$ cat src/upp_pkg.sv
// What this block does
// - after power-on reset mode, target, state, enable, pin and alert registers return to default; host access is ready.
// - forward only while input is ok; reverse only while battery is above 3V.
// - reset pulse when one bias supply rises while the other is still low.
// - battery alone: host access and reverse start allowed, bias regulator off.
// - battery alone still keeps the monitoring converter usable.
// - input-good driven low when input is ok and inside its window.
// - valid input and conversion enabled: bias regulator first, then converter.
// - undervolt at regulation level regulates input; below reference stops and releases.
// - overvolt above reference stops the converter and releases input-good.
// - overvolt entry qualified for 100 us, exit for 12 ms.
// - undervolt entry qualified for 100 us, recovery for 12 ms.
// - mode pin sensed once after power-on reset, latched, then ignored.
// - mode resistance at or below 3 kilohm selects buck-boost, auto inductance.
// - higher resistances select buck-only, seven inductor codes 3.3 to 15 uH.
// - forward switching only while the external enable pin is held low.
// - status and input-good pins, and the enable pin, may be host indicators.
// - alert pin pulses low at once on any status change, faults included.
// - converter stops while the thermal shutdown flag is set.
// - output voltage target defaults to 5V after reset, host may change it.
//
// Purpose: shared constants and types of the power-up mode sequencer
// Assumes: 125 MHz reference clock
// Notes:   cycle counts are derived from the printed times
package upp_pkg;
   // ==========================================================
   // clock and timing
   localparam int CLK_HZ = 125_000_000;
   localparam int DGL_ENTRY_US = 100;
   localparam int DGL_EXIT_MS = 12;
   localparam int DGL_ENTRY_CYC = DGL_ENTRY_US * (CLK_HZ / 1_000_000);
   localparam int DGL_EXIT_CYC = DGL_EXIT_MS * (CLK_HZ / 1_000);
   localparam int BIAS_SETTLE_NS = 1000;
   localparam int BIAS_SETTLE_CYC = BIAS_SETTLE_NS / (1_000_000_000 / CLK_HZ);
   localparam int ALERT_PULSE_NS = 2000;
   localparam int ALERT_PULSE_CYC = ALERT_PULSE_NS / (1_000_000_000 / CLK_HZ);
   localparam logic [2:0] MODE_SENSE_CYC = 3'h4;
   // ==========================================================
   // reset values and encodings
   localparam logic [15:0] VOUT_DEFAULT_MV = 16'h1388;
   localparam logic [2:0] MODE_CODE_BUCK_BOOST = 3'h0;
   localparam int STATUS_W = 7;
   // ==========================================================
   // sequencer states
   typedef enum logic [2:0] {
      ST_OFF = 3'b001,
      ST_BIAS = 3'b010,
      ST_RUN = 3'b100
   } upp_state_t;
endpackage

$ cat src/upp_filter.sv
// Purpose: three-flop synchroniser with asymmetric qualification time
// Assumes: input is asynchronous to ref_clk_i
// Notes:   for W above one both times should be 1; bit 0 picks the time
`timescale 1ns/100ps
module upp_filter #(
   parameter int W = 1,
   parameter int ENTRY_CYC = 1,
   parameter int EXIT_CYC = 1
) (
   // clock and reset
   input wire logic ref_clk_i,
   input wire logic reset_i,
   // raw and qualified level
   input wire logic [W-1:0] raw_i,
   output logic [W-1:0] clean_o
);
   logic [W-1:0] meta;
   logic [W-1:0] sync2;
   logic [W-1:0] sync3;
   logic [20:0] cnt;
   logic [20:0] thr;

   // ==========================================================
   // synchroniser: meta is read by sync2 alone
   always_ff @(posedge ref_clk_i) begin
      if (reset_i) begin
         meta <= '0;
         sync2 <= '0;
         sync3 <= '0;
      end else begin
         meta <= raw_i;
         sync2 <= meta;
         sync3 <= sync2;
      end
   end

   // asserting level uses the entry time, releasing the exit time
   assign thr = sync3[0] ? 21'(ENTRY_CYC) : 21'(EXIT_CYC);

   // ==========================================================
   // a change counts only while sync2 and sync3 agree
   always_ff @(posedge ref_clk_i) begin
      if (reset_i) begin
         clean_o <= '0;
         cnt <= 21'h0_0000;
      end else if (sync2 == sync3 && sync3 != clean_o) begin
         if (cnt + 21'h0_0001 >= thr) begin
            clean_o <= sync3;
            cnt <= 21'h0_0000;
         end else begin
            cnt <= cnt + 21'h0_0001;
         end
      end else begin
         cnt <= 21'h0_0000; // any bounce restarts the qualification
      end
   end
endmodule

$ cat src/upp_sequencer.sv
// Purpose: power-on, mode latch, input window and start-up sequencer
// Assumes: comparator flags and mode code are asynchronous levels
// Notes:   host control bits arrive on ref_clk_i and are not synchronised
`timescale 1ns/100ps
module upp_sequencer import upp_pkg::*; #(
   parameter int OV_ENTRY_CYC = DGL_ENTRY_CYC,
   parameter int OV_EXIT_CYC = DGL_EXIT_CYC,
   parameter int UV_ENTRY_CYC = DGL_ENTRY_CYC,
   parameter int UV_EXIT_CYC = DGL_EXIT_CYC
) (
   // clock and reset
   input wire logic ref_clk_i,
   input wire logic reset_i,
   // supply monitor comparators
   input wire logic input_ok_i,
   input wire logic battery_ok_i,
   input wire logic undervolt_dpm_i,
   input wire logic undervolt_low_i,
   input wire logic overvolt_i,
   input wire logic thermal_shut_i,
   // mode pin resistance decoder
   input wire logic [2:0] mode_code_i,
   // converter-enable pin, two-way
   input wire logic conv_enable_n_i,
   output logic conv_enable_n_o,
   output logic conv_enable_n_oe_n_o,
   // host control bits
   input wire logic conv_allow_i,
   input wire logic reverse_req_i,
   input wire logic gp_status_en_i,
   input wire logic gp_stat_i,
   input wire logic gp_good_i,
   input wire logic gp_ce_en_i,
   input wire logic gp_ce_i,
   input wire logic vout_wr_i,
   input wire logic [15:0] vout_data_i,
   // power stage and system status
   output logic por_o,
   output logic i2c_ready_o,
   output logic adc_enable_o,
   output logic bias_regulator_en_o,
   output logic converter_en_o,
   output logic reverse_en_o,
   output logic input_regulation_o,
   output logic [15:0] output_voltage_target_o,
   // mode result
   output logic mode_valid_o,
   output logic mode_buck_only_o,
   output logic [2:0] inductor_code_o,
   // indicator pins
   output logic input_good_n_o,
   output logic switcher_status_n_o,
   output logic alert_n_o
);
   logic in_ok;
   logic bat_ok;
   logic uv_dpm;
   logic uv_fault;
   logic ov_fault;
   logic hot;
   logic ce_n;
   logic [2:0] mode_code;
   logic in_ok_d;
   logic bat_ok_d;
   logic por_pulse;
   logic soft_rst;
   logic window_ok;
   logic fwd_ok;
   logic [2:0] sense_cnt;
   logic [7:0] bias_cnt;
   logic [7:0] alert_cnt;
   logic [STATUS_W-1:0] status;
   logic [STATUS_W-1:0] status_d;
   upp_state_t state;
   upp_state_t next_state;

   // ==========================================================
   // input conditioning
   upp_filter #(.W(1), .ENTRY_CYC(1), .EXIT_CYC(1)) u_in_ok (
      .ref_clk_i(ref_clk_i), .reset_i(reset_i),
      .raw_i(input_ok_i), .clean_o(in_ok));
   upp_filter #(.W(1), .ENTRY_CYC(1), .EXIT_CYC(1)) u_bat_ok (
      .ref_clk_i(ref_clk_i), .reset_i(reset_i),
      .raw_i(battery_ok_i), .clean_o(bat_ok));
   upp_filter #(.W(1), .ENTRY_CYC(1), .EXIT_CYC(1)) u_dpm (
      .ref_clk_i(ref_clk_i), .reset_i(reset_i),
      .raw_i(undervolt_dpm_i), .clean_o(uv_dpm));
   // rising undervolt flag is the fault entry
   upp_filter #(.W(1), .ENTRY_CYC(UV_ENTRY_CYC),
      .EXIT_CYC(UV_EXIT_CYC)) u_uv (
      .ref_clk_i(ref_clk_i), .reset_i(reset_i),
      .raw_i(undervolt_low_i), .clean_o(uv_fault));
   // rising overvolt entry, long exit
   upp_filter #(.W(1), .ENTRY_CYC(OV_ENTRY_CYC),
      .EXIT_CYC(OV_EXIT_CYC)) u_ov (
      .ref_clk_i(ref_clk_i), .reset_i(reset_i),
      .raw_i(overvolt_i), .clean_o(ov_fault));
   upp_filter #(.W(1), .ENTRY_CYC(1), .EXIT_CYC(1)) u_hot (
      .ref_clk_i(ref_clk_i), .reset_i(reset_i),
      .raw_i(thermal_shut_i), .clean_o(hot));
   // pin idles high, so filter the inverted level to reset low
   upp_filter #(.W(1), .ENTRY_CYC(1), .EXIT_CYC(1)) u_ce (
      .ref_clk_i(ref_clk_i), .reset_i(reset_i),
      .raw_i(~conv_enable_n_i), .clean_o(ce_n));
   upp_filter #(.W(3), .ENTRY_CYC(1), .EXIT_CYC(1)) u_mode (
      .ref_clk_i(ref_clk_i), .reset_i(reset_i),
      .raw_i(mode_code_i), .clean_o(mode_code));

   // ==========================================================
   // power-on detection, one supply rising while the other is low
   always_ff @(posedge ref_clk_i) begin
      if (reset_i) begin
         in_ok_d <= 1'b0;
         bat_ok_d <= 1'b0;
      end else begin
         in_ok_d <= in_ok;
         bat_ok_d <= bat_ok;
      end
   end
   assign por_pulse = (in_ok && !in_ok_d && !bat_ok) ||
                      (bat_ok && !bat_ok_d && !in_ok);
   // the internal reset restores every default except the filters, the edge flops, por_o, i2c_ready_o and adc_enable_o
   assign soft_rst = reset_i || por_pulse;

   always_ff @(posedge ref_clk_i) begin
      if (reset_i) begin
         por_o <= 1'b0;
         i2c_ready_o <= 1'b0;
         adc_enable_o <= 1'b0;
      end else begin
         por_o <= por_pulse;
         i2c_ready_o <= !por_pulse && (in_ok || bat_ok);
         adc_enable_o <= in_ok || bat_ok;
      end
   end

   // ==========================================================
   // mode pin: sensed once the synchroniser has settled
   always_ff @(posedge ref_clk_i) begin
      if (soft_rst) begin
         sense_cnt <= MODE_SENSE_CYC;
         mode_valid_o <= 1'b0;
         mode_buck_only_o <= 1'b0;
         inductor_code_o <= MODE_CODE_BUCK_BOOST;
      end else if (!mode_valid_o) begin
         if (sense_cnt == 3'h0) begin
            mode_valid_o <= 1'b1; // not sensed again until soft_rst
            mode_buck_only_o <= (mode_code != MODE_CODE_BUCK_BOOST);
            inductor_code_o <= mode_code;
         end else begin
            sense_cnt <= sense_cnt - 3'h1;
         end
      end
   end

   // ==========================================================
   // output voltage target, host writable
   always_ff @(posedge ref_clk_i) begin
      if (soft_rst) begin
         output_voltage_target_o <= VOUT_DEFAULT_MV;
      end else if (vout_wr_i) begin
         output_voltage_target_o <= vout_data_i;
      end
   end

   // ==========================================================
   // forward permission
   assign window_ok = in_ok && !uv_fault && !ov_fault;
   // a pin used as indicator cannot enable switching
   assign fwd_ok = window_ok && conv_allow_i && ce_n && !gp_ce_en_i &&
                   !hot && mode_valid_o;

   // start-up sequence: bias first, converter after settling
   always_comb begin
      next_state = state;
      case (state)
         ST_OFF: begin
            if (fwd_ok) begin
               next_state = ST_BIAS;
            end
         end
         ST_BIAS: begin
            if (!fwd_ok) begin
               next_state = ST_OFF;
            end else if (bias_cnt == 8'h00) begin
               next_state = ST_RUN;
            end
         end
         ST_RUN: begin
            if (!fwd_ok) begin
               next_state = ST_OFF;
            end
         end
         default: begin
            next_state = ST_OFF;
         end
      endcase
   end

   // restart after a stop goes through OFF again
   always_ff @(posedge ref_clk_i) begin
      if (soft_rst) begin
         state <= ST_OFF;
      end else begin
         state <= next_state;
      end
   end

   // bias settle count
   always_ff @(posedge ref_clk_i) begin
      if (soft_rst || state != ST_BIAS) begin
         bias_cnt <= 8'(BIAS_SETTLE_CYC - 1);
      end else if (bias_cnt != 8'h00) begin
         bias_cnt <= bias_cnt - 8'h01;
      end
   end

   // ==========================================================
   // power stage enables, registered
   always_ff @(posedge ref_clk_i) begin
      if (soft_rst) begin
         bias_regulator_en_o <= 1'b0;
         converter_en_o <= 1'b0;
         reverse_en_o <= 1'b0;
         input_regulation_o <= 1'b0;
      end else begin
         // reverse never lights the bias regulator
         bias_regulator_en_o <= (next_state != ST_OFF);
         converter_en_o <= (next_state == ST_RUN);
         reverse_en_o <= bat_ok && reverse_req_i && !hot &&
                         next_state == ST_OFF;
         input_regulation_o <= uv_dpm && next_state == ST_RUN;
      end
   end

   // ==========================================================
   // indicator pins, optionally owned by the host
   always_ff @(posedge ref_clk_i) begin
      if (soft_rst) begin
         input_good_n_o <= 1'b1;
         switcher_status_n_o <= 1'b1;
         conv_enable_n_o <= 1'b1;
         conv_enable_n_oe_n_o <= 1'b1;
      end else begin
         input_good_n_o <= gp_status_en_i ? !gp_good_i
                                          : !window_ok;
         switcher_status_n_o <= gp_status_en_i ? !gp_stat_i
            : !(next_state == ST_RUN);
         conv_enable_n_o <= !gp_ce_i;
         conv_enable_n_oe_n_o <= !gp_ce_en_i;
      end
   end

   // ==========================================================
   // alert: any change in status restarts a low pulse
   assign status = {window_ok, state == ST_RUN, reverse_en_o, hot,
                    ov_fault, uv_fault, uv_dpm};
   always_ff @(posedge ref_clk_i) begin
      if (soft_rst) begin
         status_d <= '0;
      end else begin
         status_d <= status;
      end
   end
   // pulse starts one cycle after the change, no qualification
   always_ff @(posedge ref_clk_i) begin
      if (soft_rst) begin
         alert_cnt <= 8'h00;
         alert_n_o <= 1'b1;
      end else if (status != status_d) begin
         alert_cnt <= 8'(ALERT_PULSE_CYC - 1);
         alert_n_o <= 1'b0;
      end else if (alert_cnt != 8'h00) begin
         alert_cnt <= alert_cnt - 8'h01;
      end else begin
         alert_n_o <= 1'b1;
      end
   end
endmodule

$ cat config.mk
export PLATFORM = sky130hd
export DESIGN_NAME = upp_sequencer
export DESIGN_NICKNAME = d
export VERILOG_FILES = /design/src/upp_pkg.sv /design/src/upp_filter.sv /design/src/upp_sequencer.sv
export SDC_FILE = /design/constraint.sdc
export NUM_CORES = 1
export LEC_CHECK = 0
export ABC_CLOCK_PERIOD_IN_PS = 4050
export BUFFER_PORTS_ARGS = -buffer_cell sky130_fd_sc_hd__buf_2
export CAP_MARGIN = 20
export CORE_MARGIN = 2
export CORE_UTILIZATION = 42
export CTS_CLUSTER_SIZE = 12
export DETAILED_ROUTE_END_ITERATION = 6
export GPL_TIMING_DRIVEN = 1
export HOLD_SLACK_MARGIN = 0.02
export PLACE_DENSITY = 0.68
export SYNTH_ARGS = -nofsm -noshare
export SYNTH_HDL_FRONTEND = slang
export SYNTH_SLANG_ARGS = --single-unit
$ cat constraint.sdc
create_clock -name ref_clk_i -period 4.05 [get_ports ref_clk_i]
set_clock_uncertainty 0.1 [all_clocks]
set_input_delay 0.2025 -clock ref_clk_i [delete_from_list [all_inputs] [get_ports ref_clk_i]]
set_output_delay 0.2025 -clock ref_clk_i [all_outputs]
set_load 0.01 [all_outputs]
==> impl_metrics.yaml <==
logic_synthesis:
  yosysSeqAreaShare: 0.488
  ys_async_sr_fraction: 0
  ys.flop_type: "dfxtp_1"
  yosys_warnings: 0
  netlist_area_um2: 11200
  synth_edf_count: 0
  ys_ff_latch: 272
  avgSynthCellArea_um2: 9.60
  ys_types: 74
  synthCells: 1162
route:
  viasPerCell: 4.95
  drcViolationCount: 0
  ant_nets: 0
  initialDrtViolationCount: 446
  wire_per_inst_um: 12.2
  vias: 8697
  totalWireLength_um: 21400
  firstDrtPassIters: 5
global_routing:
  grt_pass1_wl_um: 36900
  grt_usage: 0.153
  grt_start_max_net_pins: 37
  overflow: 0
  grt_pass1_vias: 8217
  grt_antenna_before_repair: 0
worst_hold_path:
  hold_path.class: "in -> reg"
setup_path:
  critPathMaxFanout: 19
  critPathMaxStageDelay_ns: 0.54
  critPathTopFamily: "simple AND/OR/NAND/NOR gates"
  critPathArrivalTime_ns: 4.04
  cp-end-kind: "register"
  critical_path_class: "reg -> reg"
  crit_top_cell: "ha_1"
  path_cells: "ha_1 -> nand4_1 -> or4_1 -> nor2_1 -> xor2_1 -> ha_1 -> a21oi_1 -> nand2b_1 -> o21ai_0 -> a211oi_1 -> a311oi_2 -> o211ai_4 -> and2b_1"
  worst_ep_required_time_ns: 4.44
  startpoint_type: "register"
  critPathBufInv: 0
  slowest_stage: "or4_1"
floorplan:
  io_pins: 69
  coreArea_um2: 26100
  start_util: 0.428
  fp-row-count: 59
  die_h_um: 167
  fp.dieW_um: 167
  die_area_um2: 27900
power_and_ir_drop:
  p_leak_nw: 5.60
  ir_drop_uv: 381
  power_density_nw_per_um2: 445
clock_network:
  cts_tree: "yes"
  cts_buffers: 29
  post_cts_buffers: 0
  htreeDepth: 1
  cts_buffer_depth: 3
  clock_latency_ns: 0.55
  cts_sinks: 272
  post_cts_resize_count: 0
  cts_root_buffer: "clkbuf_16"
  clkSlewWorstSetupHoldPaths_ns: 0.06
layout:
  seqCellArea_um2: 5450
  nNetsFinal: 1482
  fillCellCount: 2352
  multi_input_comb_area_um2: 5960
  diodes: 0
  fin_area_um2: 13600
  area_growth_pct: 22.0
  layout-drive-gt1-share: 0.103
placed_design:
  numPortBuffers: 68
  place_area_um2: 12300
  hpwlAfterDp_um: 15200
  place_congestion: 0.823
sta:
  fmax_ghz: 0.274
  hold_violations: 0
  rsz0062_at_grt: "no"
  maxSlewViolCount: 0
  finalSetupTns_ns: 0
  min_period_ns: 3.65
  fin_crit_sh: 0.902
  slew_headroom: 0.380
  worst_pin_slew_ns: 0.922
  finalSetupViolCount: 0
job:
  cap_violations: 0
status:
  status: "finished, final reports clean"
-- power breakdown --
group | switching [mW] | internal (mW) | leakage [nW]
clock | 1.00 | 1.58 | 0.468
combinational | 0.272 | 0.260 | 2.88
sequential | 0.123 | 2.83 | 2.25
total | 1.40 | 4.66 | 5.60
-- placed cells by master (no fill, tap or decap), types with 6 or more instances in the layout --
cell,n
mux2i_1,27
or4_1,8
dfxtp_1,272
and4_1,15
nand2b_1,11
inv_1,33
xnor2_1,52
o21ai_0,25
a31oi_1,15
conb_1,126
or3_1,18
nor2b_1,45
nor2_1,94
nand3_1,49
ha_1,43
buf_2,68
dlygate4sd3_1,34
a211oi_1,7
nand2_1,88
mux2_2,6
a2111oi_0,8
a21oi_1,41
or2_2,8
and2_1,8
o211ai_1,10
and3_1,35
clkbuf_8,8
o21a_1,7
nor3_1,41
nand4_1,42
and2b_1,9
clkbuf_16,29
nor4_1,24
clkbuf_1,7
xor2_1,29
-- Yosys cell counts, drive strengths merged (3+ instances only) --
cell     count  area [µm²]
o211ai      11        96.3
o31ai        3        22.5
a21oi       41         205
nand4b       3        26.3
mux2i       27         270
nor4        24         150
and2b        9        67.6
mux2         6        67.6
nand2b      11        68.8
inv         33         124
o21ai       26         134
or4          9        71.3
nand3b       3        22.5
xnor2       52         455
o2111ai      5        43.8
nand2       88         330
and4        15         131
a211oi       7        52.6
a31oi       15        93.8
clkbuf      16        60.1
nand4       43         275
or3         18         113
a41oi        4        35.0
and3        35         219
a2111oi      9        85.1
buf          5        35.0
xor2        29         254
nor2b       47         299
and2         8        50.1
or2          8        50.1
nor2        99         384
nor3b        5        37.5
o21a         7        52.6
a311oi       3        32.5
nor3        41         205
ha          43         538
nand3       50         255
dfxtp      272        5450
-- worst register-to-register path, stage by stage, from the launching register on --
cell      delay (ns)
dfxtp_1         0.39
ha_1            0.26
nand4_1         0.13
or4_1           0.54
nor2_1          0.18
xor2_1          0.20
ha_1            0.27
a21oi_1         0.18
nand2b_1        0.09
o21ai_0         0.15
a211oi_1        0.07
a311oi_2        0.43
o211ai_4        0.31
and2b_1         0.29
-- final cells by class --
type,instances,share of cell area
multi-input cells,961,0.438
flip-flops and latches,272,0.400
clock buffers,44,0.0634
repair buffers,106,0.0522
well taps,335,0.0308
inverters,33,0.00911
clock inverters,6,0.00616
-- sequential cells by signal (all words and copies together) (netlist names), 7 cells and up --
| register | flops |
|---|---|
| bias_cnt | 8 |
| u_dpm.cnt | 21 |
| u_bat_ok.cnt | 21 |
| alert_cnt | 8 |
| u_hot.cnt | 21 |
| u_uv.cnt | 21 |
| output_voltage_target_o | 16 |
| u_ce.cnt | 21 |
| u_ov.cnt | 21 |
| u_in_ok.cnt | 21 |
| status_d | 7 |
| u_mode.cnt | 21 |
-- logic make-up after synthesis --
logic type,share of synthesized area
other cells,0.000336
compound gates,0.0976
mux,0.0303
fa+ha+maj,0.0482
xor+xnor,0.0636
buf+inv,0.0196
simple gates,0.252
flops,0.488
-- layer usage --
metal	up-vias	track usage	wire, µm
met1	3989	0.200	10100
met3	41	0.0223	799
met4	0	0.0457	539
met5	-	0	0
met2	126	0.264	9890
li1	4541	-	-
-- final timing paths --
path / startpoint / end / slack [ns] / cells after the start
worst max-delay path: u_ov.cnt[0] / u_ov.cnt[9] / 0.40 / 13
worst min-delay path: conv_allow_i / state[0] / 0.07 / 6
worst max register to register: u_ov.cnt[0] / u_ov.cnt[9] / 0.40 / 13
worst min register to register: u_mode.meta[2] / u_mode.sync2[2] / 0.33 / 1
-- timing repair --
action	4_1_cts	5_1_grt
hold endpoints to repair	32	0
setup endpoints to repair	0	0
hold buffers	34	0
-- through the flow --
step	std cells	util	setup WS (ns)	power, mW	hold slack [ns]
floorplan	1287	-	0.850	3.37	0.164
global placement	1673	0.473	0.459	3.49	0.259
detailed placement	1673	0.473	0.425	3.51	0.260
CTS	1757	0.522	0.398	6.13	0.0543
global route	1757	0.522	0.101	6.35	0.0866
finish	1757	0.522	0.399	6.06	0.0743
Note: power is estimated with default switching activity, not from simulation.
